===== src/srb_pkg.sv =====
// Constants, state encoding and state record for the serial receive block.
// Assumes one 100 MHz clock, which is also the oscillator that the baud divider divides.
package srb_pkg;
    localparam int ADR_W = 8;
    // Register byte offsets
    localparam logic [7:0] OFS_RX_CTRL = 8'h00;
    localparam logic [7:0] OFS_TX_CTRL = 8'h04;
    localparam logic [7:0] OFS_BAUD = 8'h08;
    localparam logic [7:0] OFS_RX_DATA = 8'h0C;
    localparam logic [7:0] OFS_IRQ_ST = 8'h10;
    localparam logic [7:0] OFS_IRQ_MASK = 8'h14;
    // receive_control_status fields
    localparam int RC_SPEN = 7;
    localparam int RC_NINE = 6;
    localparam int RC_SINGLE_RECEIVE_ENABLE = 5;
    localparam int RC_CONTINUOUS_RECEIVE_ENABLE = 4;
    localparam int RC_ADDRESS_DETECT_ENABLE = 3;
    localparam int RC_FRAMING_ERROR_FLAG = 2;
    localparam int RC_OVERRUN_ERROR_FLAG = 1;
    localparam int RC_NINTH = 0;
    // transmit_control_register fields
    localparam int TC_MASTER = 7;
    localparam int TC_TXON = 5;
    localparam int TC_SYNC = 4;
    localparam int TC_HS = 2;
    // Interrupt status and mask layout
    localparam int IRQ_W = 3;
    localparam int IRQ_RX = 0;
    localparam int IRQ_OVR = 1;
    localparam int IRQ_FRAMING_ERROR_FLAG = 2;
    // Prescaler last counts: 16 oversamples times 4 or times 1
    localparam logic [1:0] PRE_LOW_LAST = 2'h3;
    localparam logic [1:0] PRE_FAST_LAST = 2'h0;
    localparam logic [3:0] OS_MID = 4'h7;
    localparam logic [3:0] OS_LAST = 4'hF;
    localparam logic [3:0] BITS_LAST8 = 4'h7;
    localparam logic [3:0] BITS_LAST9 = 4'h8;
    localparam logic [1:0] PH_RISE = 2'h1;
    typedef enum logic [1:0] {
        ST_IDLE = 2'b00,
        ST_START = 2'b01,
        ST_DATA = 2'b11,
        ST_STOP = 2'b10
    } srb_state_t;
    typedef struct packed {
        logic rx1;
        logic rx2;
        logic ck1;
        logic ck2;
        logic ck_prev;
        logic spen;
        logic nine;
        logic single_receive_enable;
        logic continuous_receive_enable;
        logic address_detect_enable;
        logic master;
        logic txon;
        logic sync;
        logic hs;
        logic [7:0] divisor;
        logic [1:0] pre;
        logic [7:0] baud_generator;
        logic [1:0] ph;
        logic ck_out;
        srb_state_t st;
        logic [3:0] os;
        logic [3:0] bits;
        logic [8:0] sh;
        logic [7:0] rbuf;
        logic ninth;
        logic full;
        logic framing_error_flag;
        logic overrun_error_flag;
        logic [IRQ_W-1:0] irq_st;
        logic [IRQ_W-1:0] irq_mask;
        logic ack;
        logic [7:0] dat;
    } srb_regs_t;
    localparam srb_regs_t SRB_RST = '0;
endpackage


===== src/srb_serial_rx.sv =====
// Receive control, status and baud generator of the serial port, behind a classic Wishbone slave.
// Assumes data and clock pins are asynchronous to ref_clk; the bus master is on ref_clk.
//
// The register addresses and the Wishbone slave port were decided locally.
`timescale 1ns/10ps
module srb_serial_rx
(
    // Clock and reset
    input wire logic ref_clk,
    input wire logic srst,
    // Wishbone slave
    input wire logic wb_cyc_i,
    input wire logic wb_stb_i,
    input wire logic wb_we_i,
    input wire logic [srb_pkg::ADR_W-1:0] wb_adr_i,
    input wire logic [3:0] wb_sel_i,
    input wire logic [31:0] wb_dat_i,
    output logic [31:0] wb_dat_o,
    output logic wb_ack_o,
    // Serial line
    input wire logic rx_in,
    input wire logic ck_in,
    output logic ck_out,
    output logic ck_oe_n,
    // Status
    output logic tx_active,
    output logic irq
);
    srb_pkg::srb_regs_t s;
    srb_pkg::srb_regs_t n;
    logic acc;
    logic wr;
    logic rd;
    logic div_wr;
    logic continuous_receive_enable_clr;
    logic pop;
    logic pre_tick;
    logic brg_tick;
    logic master;
    logic samp;
    logic en_a;
    logic en_s;
    logic done;
    logic new_framing_error_flag;
    logic accept;
    logic [3:0] last_bit;
    logic [7:0] char;
    logic nbit;
    logic [srb_pkg::IRQ_W-1:0] ev;
    logic [srb_pkg::IRQ_W-1:0] w1c;
    logic [7:0] rdata;

    always_comb
    begin
        n = s;
        n.rx1 = rx_in;
        n.rx2 = s.rx1;
        n.ck1 = ck_in;
        n.ck2 = s.ck1;
        n.ck_prev = s.ck2;
        // Write and read act at the edge where ack is seen high
        acc = wb_cyc_i & wb_stb_i & s.ack;
        wr = acc & wb_we_i & wb_sel_i[0];
        rd = acc & ~wb_we_i;
        n.ack = wb_cyc_i & wb_stb_i & ~s.ack;
        div_wr = wr && (wb_adr_i == srb_pkg::OFS_BAUD);
        continuous_receive_enable_clr = wr && (wb_adr_i == srb_pkg::OFS_RX_CTRL) && !wb_dat_i[srb_pkg::RC_CONTINUOUS_RECEIVE_ENABLE] && s.continuous_receive_enable;
        pop = rd && (wb_adr_i == srb_pkg::OFS_RX_DATA);
        w1c = '0;
        ev = '0;
        done = 1'b0;
        new_framing_error_flag = 1'b0;
        brg_tick = 1'b0;

        // Software writes go first so hardware updates below win
        if (wr)
        begin
            case (wb_adr_i)
                srb_pkg::OFS_RX_CTRL:
                begin
                    n.spen = wb_dat_i[srb_pkg::RC_SPEN];
                    n.nine = wb_dat_i[srb_pkg::RC_NINE];
                    n.single_receive_enable = wb_dat_i[srb_pkg::RC_SINGLE_RECEIVE_ENABLE];
                    n.continuous_receive_enable = wb_dat_i[srb_pkg::RC_CONTINUOUS_RECEIVE_ENABLE];
                    n.address_detect_enable = wb_dat_i[srb_pkg::RC_ADDRESS_DETECT_ENABLE];
                end
                srb_pkg::OFS_TX_CTRL:
                begin
                    n.master = wb_dat_i[srb_pkg::TC_MASTER];
                    n.txon = wb_dat_i[srb_pkg::TC_TXON];
                    n.sync = wb_dat_i[srb_pkg::TC_SYNC];
                    n.hs = wb_dat_i[srb_pkg::TC_HS];
                end
                srb_pkg::OFS_BAUD: n.divisor = wb_dat_i[7:0];
                srb_pkg::OFS_IRQ_ST: w1c = wb_dat_i[srb_pkg::IRQ_W-1:0];
                srb_pkg::OFS_IRQ_MASK: n.irq_mask = wb_dat_i[srb_pkg::IRQ_W-1:0];
                default: ;
            endcase
        end

        // Prescaler then 8-bit reload timer; sync mode never looks at hs
        pre_tick = (s.pre == ((!s.sync && !s.hs) ? srb_pkg::PRE_LOW_LAST : srb_pkg::PRE_FAST_LAST));
        if (div_wr)
        begin
            n.pre = 2'h0;
            n.baud_generator = 8'h00;
        end
        else
        begin
            n.pre = pre_tick ? 2'h0 : s.pre + 2'h1;
            if (pre_tick)
            begin
                if (s.baud_generator == 8'h00)
                begin
                    n.baud_generator = s.divisor;
                    brg_tick = 1'b1;
                end
                else
                begin
                    n.baud_generator = s.baud_generator - 8'h01;
                end
            end
        end

        // Master shift clock: four timer periods per bit
        master = s.sync & s.master;
        if (brg_tick)
        begin
            n.ph = s.ph + 2'h1;
        end
        n.ck_out = master & s.ph[1];
        // Slave samples the pin clock, never the divider
        samp = master ? (brg_tick && s.ph == srb_pkg::PH_RISE) : (s.ck2 & ~s.ck_prev);
        // Overrun holds reception off, as the buffer cannot take more
        en_a = s.spen & ~s.sync & s.continuous_receive_enable & ~s.overrun_error_flag;
        en_s = s.spen & s.sync & (s.continuous_receive_enable | s.single_receive_enable) & ~s.overrun_error_flag;
        last_bit = s.nine ? srb_pkg::BITS_LAST9 : srb_pkg::BITS_LAST8;

        if (s.st != srb_pkg::ST_IDLE && !(en_a || en_s))
        begin
            n.st = srb_pkg::ST_IDLE;
        end
        else
        begin
            case (s.st)
                srb_pkg::ST_IDLE:
                begin
                    n.bits = 4'h0;
                    // A low stop bit leaves os set: no new start until the line has gone high
                    if (s.rx2 || en_s)
                    begin
                        n.os = 4'h0;
                    end
                    if (en_a && !s.rx2 && s.os == 4'h0)
                    begin
                        n.st = srb_pkg::ST_START;
                    end
                    else if (en_s)
                    begin
                        n.st = srb_pkg::ST_DATA;
                    end
                end
                srb_pkg::ST_START:
                begin
                    if (brg_tick)
                    begin
                        n.os = s.os + 4'h1;
                        if (s.os == srb_pkg::OS_MID)
                        begin
                            // Short low pulse is taken as noise
                            n.os = 4'h0;
                            n.st = s.rx2 ? srb_pkg::ST_IDLE : srb_pkg::ST_DATA;
                        end
                    end
                end
                srb_pkg::ST_DATA:
                begin
                    if (brg_tick)
                    begin
                        n.os = s.os + 4'h1;
                    end
                    if (s.sync ? samp : (brg_tick && s.os == srb_pkg::OS_LAST))
                    begin
                        n.sh = {s.rx2, s.sh[8:1]};
                        n.bits = s.bits + 4'h1;
                        if (s.bits == last_bit)
                        begin
                            n.st = s.sync ? srb_pkg::ST_IDLE : srb_pkg::ST_STOP;
                            done = s.sync;
                        end
                    end
                end
                srb_pkg::ST_STOP:
                begin
                    if (brg_tick)
                    begin
                        n.os = s.os + 4'h1;
                        if (s.os == srb_pkg::OS_LAST)
                        begin
                            done = 1'b1;
                            new_framing_error_flag = ~s.rx2;
                            n.st = srb_pkg::ST_IDLE;
                            if (!s.rx2)
                            begin
                                n.os = srb_pkg::OS_LAST;
                            end
                        end
                    end
                end
                default: n.st = srb_pkg::ST_IDLE;
            endcase
        end

        char = s.nine ? n.sh[7:0] : n.sh[8:1];
        nbit = s.nine & n.sh[8];
        // Single receive ends after one character unless continuous is on
        if (done && s.sync && !s.continuous_receive_enable)
        begin
            n.single_receive_enable = 1'b0;
        end
        accept = done && !(s.nine && s.address_detect_enable && !nbit);
        if (pop)
        begin
            n.full = 1'b0;
        end
        if (continuous_receive_enable_clr)
        begin
            n.overrun_error_flag = 1'b0;
        end
        if (accept)
        begin
            if (s.full && !pop)
            begin
                n.overrun_error_flag = 1'b1;
                ev[srb_pkg::IRQ_OVR] = 1'b1;
            end
            else
            begin
                n.rbuf = char;
                n.ninth = nbit;
                n.framing_error_flag = new_framing_error_flag;
                n.full = 1'b1;
                ev[srb_pkg::IRQ_RX] = 1'b1;
                ev[srb_pkg::IRQ_FRAMING_ERROR_FLAG] = new_framing_error_flag;
            end
        end
        // A new event outlasts a clear in the same cycle
        n.irq_st = (s.irq_st & ~w1c) | ev;

        case (wb_adr_i)
            srb_pkg::OFS_RX_CTRL: rdata = {s.spen, s.nine, s.single_receive_enable, s.continuous_receive_enable, s.address_detect_enable, s.framing_error_flag, s.overrun_error_flag, s.ninth};
            srb_pkg::OFS_TX_CTRL: rdata = {s.master, 1'b0, s.txon, s.sync, 1'b0, s.hs, 2'b00};
            srb_pkg::OFS_BAUD: rdata = s.divisor;
            srb_pkg::OFS_RX_DATA: rdata = s.rbuf;
            srb_pkg::OFS_IRQ_ST: rdata = {5'h00, s.irq_st};
            srb_pkg::OFS_IRQ_MASK: rdata = {5'h00, s.irq_mask};
            default: rdata = 8'h00;
        endcase
        if (n.ack)
        begin
            n.dat = rdata;
        end
    end

    always_ff @(posedge ref_clk)
    begin
        if (srst)
        begin
            s <= srb_pkg::SRB_RST;
        end
        else
        begin
            s <= n;
        end
    end

    assign wb_ack_o = s.ack;
    assign wb_dat_o = {24'h000000, s.dat};
    assign ck_out = s.ck_out;
    assign ck_oe_n = ~(s.spen & master);
    assign tx_active = s.txon & ~(s.sync & (s.single_receive_enable | s.continuous_receive_enable));
    assign irq = |(s.irq_st & s.irq_mask);

    chk_continuous_receive_enable_holds: assert property (@(posedge ref_clk) disable iff (srst)
        done && s.continuous_receive_enable && !wr |=> s.continuous_receive_enable && (s.single_receive_enable == $past(s.single_receive_enable)))
        else $error("continuous enable lost after a character");
    chk_framing_error_flag_load: assert property (@(posedge ref_clk) disable iff (srst)
        accept && !(s.full && !pop) |=> s.framing_error_flag == $past(new_framing_error_flag) && s.full)
        else $error("framing flag not refreshed on load");
    chk_overrun_error_flag_sticks: assert property (@(posedge ref_clk) disable iff (srst)
        s.overrun_error_flag && !continuous_receive_enable_clr |=> s.overrun_error_flag)
        else $error("overrun flag dropped without clearing enable");
    chk_brg_reload: assert property (@(posedge ref_clk) disable iff (srst)
        pre_tick && s.baud_generator == 8'h00 && !div_wr |=> s.baud_generator == $past(s.divisor))
        else $error("timer did not reload from divisor");
    chk_low_prescale: assert property (@(posedge ref_clk) disable iff (srst)
        !s.sync && !s.hs && !div_wr && s.pre == 2'h2 |=> s.pre == 2'h3 ##1 s.pre == 2'h0)
        else $error("low speed prescaler not divide by four");
    chk_sync_fast: assert property (@(posedge ref_clk) disable iff (srst)
        s.sync && s.pre == 2'h0 |-> pre_tick)
        else $error("sync mode used the high speed select");
    chk_slave_pin: assert property (@(posedge ref_clk) disable iff (srst)
        !master |-> ck_oe_n ##1 !s.ck_out)
        else $error("slave mode drives the shift clock");
    chk_div_clear: assert property (@(posedge ref_clk) disable iff (srst)
        div_wr |=> s.baud_generator == 8'h00 && s.pre == 2'h0)
        else $error("divisor write did not clear timer");
    chk_rx_over_tx: assert property (@(posedge ref_clk) disable iff (srst)
        s.sync && (s.single_receive_enable || s.continuous_receive_enable) |-> !tx_active)
        else $error("transmitter active over receive enable");
    chk_addr_filter: assert property (@(posedge ref_clk) disable iff (srst)
        done && s.nine && s.address_detect_enable && !nbit |=> !$rose(s.irq_st[srb_pkg::IRQ_RX]) && $stable(s.rbuf))
        else $error("address byte filter let a data byte in");
    chk_irq_level: assert property (@(posedge ref_clk) disable iff (srst)
        ##1 irq == |($past(n.irq_st) & $past(n.irq_mask)))
        else $error("interrupt output disagrees with status and mask");
    chk_single_ends: assert property (@(posedge ref_clk) disable iff (srst)
        done && s.sync && !s.continuous_receive_enable |=> !s.single_receive_enable)
        else $error("single receive not cleared after a character");
    chk_continuous_receive_enable_rearms: assert property (@(posedge ref_clk) disable iff (srst)
        s.st == srb_pkg::ST_IDLE && en_s && s.continuous_receive_enable |=> s.st == srb_pkg::ST_DATA)
        else $error("continuous receive did not rearm");
    chk_framing_error_flag_steady: assert property (@(posedge ref_clk) disable iff (srst)
        !accept |=> $stable(s.framing_error_flag))
        else $error("framing flag changed without a load");
    chk_overrun_error_flag_set: assert property (@(posedge ref_clk) disable iff (srst)
        accept && s.full && !pop |=> s.overrun_error_flag && $stable(s.rbuf))
        else $error("overrun not flagged or buffer overwritten");
    chk_overrun_error_flag_clear: assert property (@(posedge ref_clk) disable iff (srst)
        continuous_receive_enable_clr && !accept |=> !s.overrun_error_flag)
        else $error("clearing continuous enable kept overrun flag");
    chk_brg_count: assert property (@(posedge ref_clk) disable iff (srst)
        pre_tick && s.baud_generator != 8'h00 && !div_wr |=> s.baud_generator == $past(s.baud_generator) - 8'h01)
        else $error("timer did not count down");
    chk_async_step: assert property (@(posedge ref_clk) disable iff (srst)
        s.st == srb_pkg::ST_DATA && en_a && brg_tick && s.os == srb_pkg::OS_LAST |=> s.bits == $past(s.bits) + 4'h1 && s.os == 4'h0)
        else $error("asynchronous bit not taken on sixteenth tick");
    chk_addr_accept: assert property (@(posedge ref_clk) disable iff (srst)
        done && s.nine && s.address_detect_enable && nbit && !(s.full && !pop) |=> s.full && s.rbuf == $past(char) && s.irq_st[srb_pkg::IRQ_RX])
        else $error("address byte not loaded");
    chk_event_wins: assert property (@(posedge ref_clk) disable iff (srst)
        ev[srb_pkg::IRQ_RX] |=> s.irq_st[srb_pkg::IRQ_RX])
        else $error("receive event lost");
    chk_ack_pulse: assert property (@(posedge ref_clk) disable iff (srst)
        wb_ack_o |=> !wb_ack_o)
        else $error("ack held longer than one cycle");
    chk_ack_latency: assert property (@(posedge ref_clk) disable iff (srst)
        wb_cyc_i && wb_stb_i && !wb_ack_o |=> wb_ack_o)
        else $error("ack not given one cycle after request");
endmodule


===== config.mk =====
export PLATFORM = sky130hd
export DESIGN_NAME = srb_serial_rx
export DESIGN_NICKNAME = d
export VERILOG_FILES = /design/src/srb_pkg.sv /design/src/srb_serial_rx.sv
export SDC_FILE = /design/constraint.sdc
export NUM_CORES = 1
export LEC_CHECK = 0
export BUFFER_PORTS_ARGS = -buffer_cell sky130_fd_sc_hd__buf_2
export CORE_AREA = 4 4 99 101
export DETAILED_ROUTE_END_ITERATION = 8
export DIE_AREA = 0 0 103 105
export PLACE_DENSITY = 0.82
export SLEW_MARGIN = 10
export SYNTH_ARGS = -nofsm -noshare
export SYNTH_HDL_FRONTEND = slang
export SYNTH_SLANG_ARGS = --single-unit

===== constraint.sdc =====
create_clock -name ref_clk -period 3.25 [get_ports ref_clk]
set_input_delay 0.65 -clock ref_clk [delete_from_list [all_inputs] [get_ports ref_clk]]
set_output_delay 0.65 -clock ref_clk [all_outputs]
set_load 0.02 [all_outputs]

==> metrics <==
Core ar.=9020 um2; synthesized flop and latch total=81; XOR/XNOR share of the synthesized area=0.400%; final wirelength=10.1 mm; layout cells sized above 1=18.7%; Yosys cell types=63; count of final setup violators=0; CP Capture Type=flip-flop; Async SR Flop Fraction=0%; total number of yosys warnings=0; I/O pin cnt=88; top cells by count, synth=81 x dfxtp_1, 62 x nor2_1, 33 x a21oi_1, 33 x buf_4, 33 x mux2i_1; largest net degree at the start of global routing=45; die area=10800 um2; Post-Synth Simple-Gate Area=20.6%; clk slew on worst S/H paths=80 ps; # Post-CTS Setup Buffers=0; area leader, netlist=dfxtp_1; status=completed; Synth top area share=37.0%; final RePlAce weighted congestion=0.924; Buffers on Ports=36; ranking of synthesized cells by area=dfxtp_1 37%, mux2i_1 7.5%, buf_4 5.7%; post-CTS sizing=0; chip width=103 um; first-pass GRT wire length=16.4 mm; required time worst endpoint=3490 ps; crit path kind=reg2reg; main combinational cell family by area after synthesis=simple AND/OR/NAND/NOR gates; min Tclk post-route=3130 ps; fmax=320 MHz; Starting Density=48.6%; clock root cell=clkbuf_8; RSZ-0062 raised after global routing=no; most common cell in the netlist=dfxtp_1; hold slack final=437 ps; DRC viols=0; H-tree Lvls=3; DR pass1 iterations=5; clock skew=9.60 ps; routed vias=3739; final hold violation count=0; main flop type after synthesis=dfxtp_1; fin nets=591; Mapped Avg Cell Area=8.68 um2; number of buffers created by CTS=9; Pwr per Cell Area=443 nW/um2; Vias/cell=5.79; adder-cell area share of the yosys netlist=2.85%; final critical-path share of the clock period=96.2%; mux contribution to synthesized area=13.8%; max-cap violations=0; transition time at the pin with the least slew margin=707 ps; Routed WL per cell=15.7 um; die height=105 um; filler cell count=790; Antenna diodes=0; HP Class=reg2reg; Slew Limit Fails=0; grt total ovfl=0; slowest stage cell, crit path=or4_1; initial antenna violation count=0; Seq/Total Area, Yosys=37.0%; Cell Area, Synth=4380 um2; Post-Syn Instances=505; Worst Path Arrival=3370 ps; drt first-iter violations=239; CP max stage delay=600 ps; Skew-Pair Late Insertion Delay=350 ps; CTS tree=done; Worst VDD drop=0.171 mV; Critical Path Start Type=flip-flop; Max-slew headroom=52.4%; vias in the first global route=3513; Total Neg Setup Slack=0 ps; Max Buffers Root-to-Sink=2; EDFF count, synth=0; post-synthesis compound-gate area fraction=15.9%; # clock sinks=81; global-route usage over all layers=18.9%; CP Max Fanout=5; Layout area overhead=8.88%; Rows=35; Post-CTS Hold Buffers=0; post-route ant nets=0; leak pwr=0.00190 uW; hpwl dp=7.46 mm; crit-path cells=or3_4, or4_1, a311o_1, a21oi_1, a211oi_2, or4_4, mux2_4
[kinds of logic (layout without fill, tap and decap cells)]
logic type	Yosys count	count (layout)
AND/OR/NAND/NOR	181	181
AO/OA/AOI/OAI	104	104
buffers and inverters	73	80
flip-flops	81	81
other	1	24
XOR/XNOR	2	2
multiplexers	53	53
adder cells (fa/ha/maj)	10	10
[area by class of cell]
class	count	area, um2	share of cell area, %
Multi-Input combinational cell	374	2440	51.1
Timing Repair Buffer	51	293	6.14
Tap cell	111	139	2.91
Clock buffer	12	155	3.25
Sequential cell	81	1620	34.0
Inverter	13	48.8	1.02
Clock inverter	4	75.1	1.57
[worst paths after layout]
check	startpoint	to	slack (ps)	depth (start not counted)
setup / recovery	s[52]$_SDFFE_PP0N_	s[18]$_SDFFE_PP0P_	120	7
hold / removal	n[79]$_SDFF_PP0_	s[79]$_SDFF_PP0_	440	1
setup reg to reg	s[52]$_SDFFE_PP0N_	s[18]$_SDFFE_PP0P_	120	7
hold reg to reg	n[79]$_SDFF_PP0_	s[79]$_SDFF_PP0_	440	1
[through the flow]
step	setup slack, ps	util, %	cells	instance area (um2)	power (uW)
after global routing	26.8	52.9	646	4770	2200
final	124	52.9	646	4770	2110
after CTS	145	52.9	646	4770	2120
after floorplan	68.0	-	528	4470	1240
after global placement	222	50.3	630	4540	1290
after detailed placement	165	50.3	630	4540	1300
[worst max-delay path: cells and delay by family, from the launching register on]
family           cells  cell delay, ps
multiplexers         1             310
AND/OR/NAND/NOR      3            1560
flip-flops           1             350
AO/OA/AOI/OAI        3             800
[layer usage]
layer / global-route usage, % / part of all wire (%) / vias up
met3: 2.94 / 6.1 / 16
met4: 7.40 / 1.9 / 0
met5: 0 / 0 / -
met2: 30.6 / 49 / 125
li1: - / - / 1810
met1: 24.9 / 43 / 1788
[where the power goes]
part | switching [uW] | internal (uW)
clock | 359 | 475
sequential | 12.0 | 1010
combinational | 169 | 92.4
total | 540 | 1570
[state kept, by name, indices dropped and copies added (netlist names)]
name,flops
ck_out,1
wb_dat_o,8
n,3
wb_ack_o,1
s,68
[cells in the final DEF (no fill, tap or decap), types with 15 or more instances in the layout]
cell type   n
nand2_1    29
conb_1     24
a21oi_1    33
o21ai_0    24
dfxtp_1    81
nand3_1    17
mux2_2     15
buf_2      36
nor3_1     18
mux2i_1    33
nor2_1     62
buf_4      15
No activity file was read; power rests on OpenSTA's default activity.
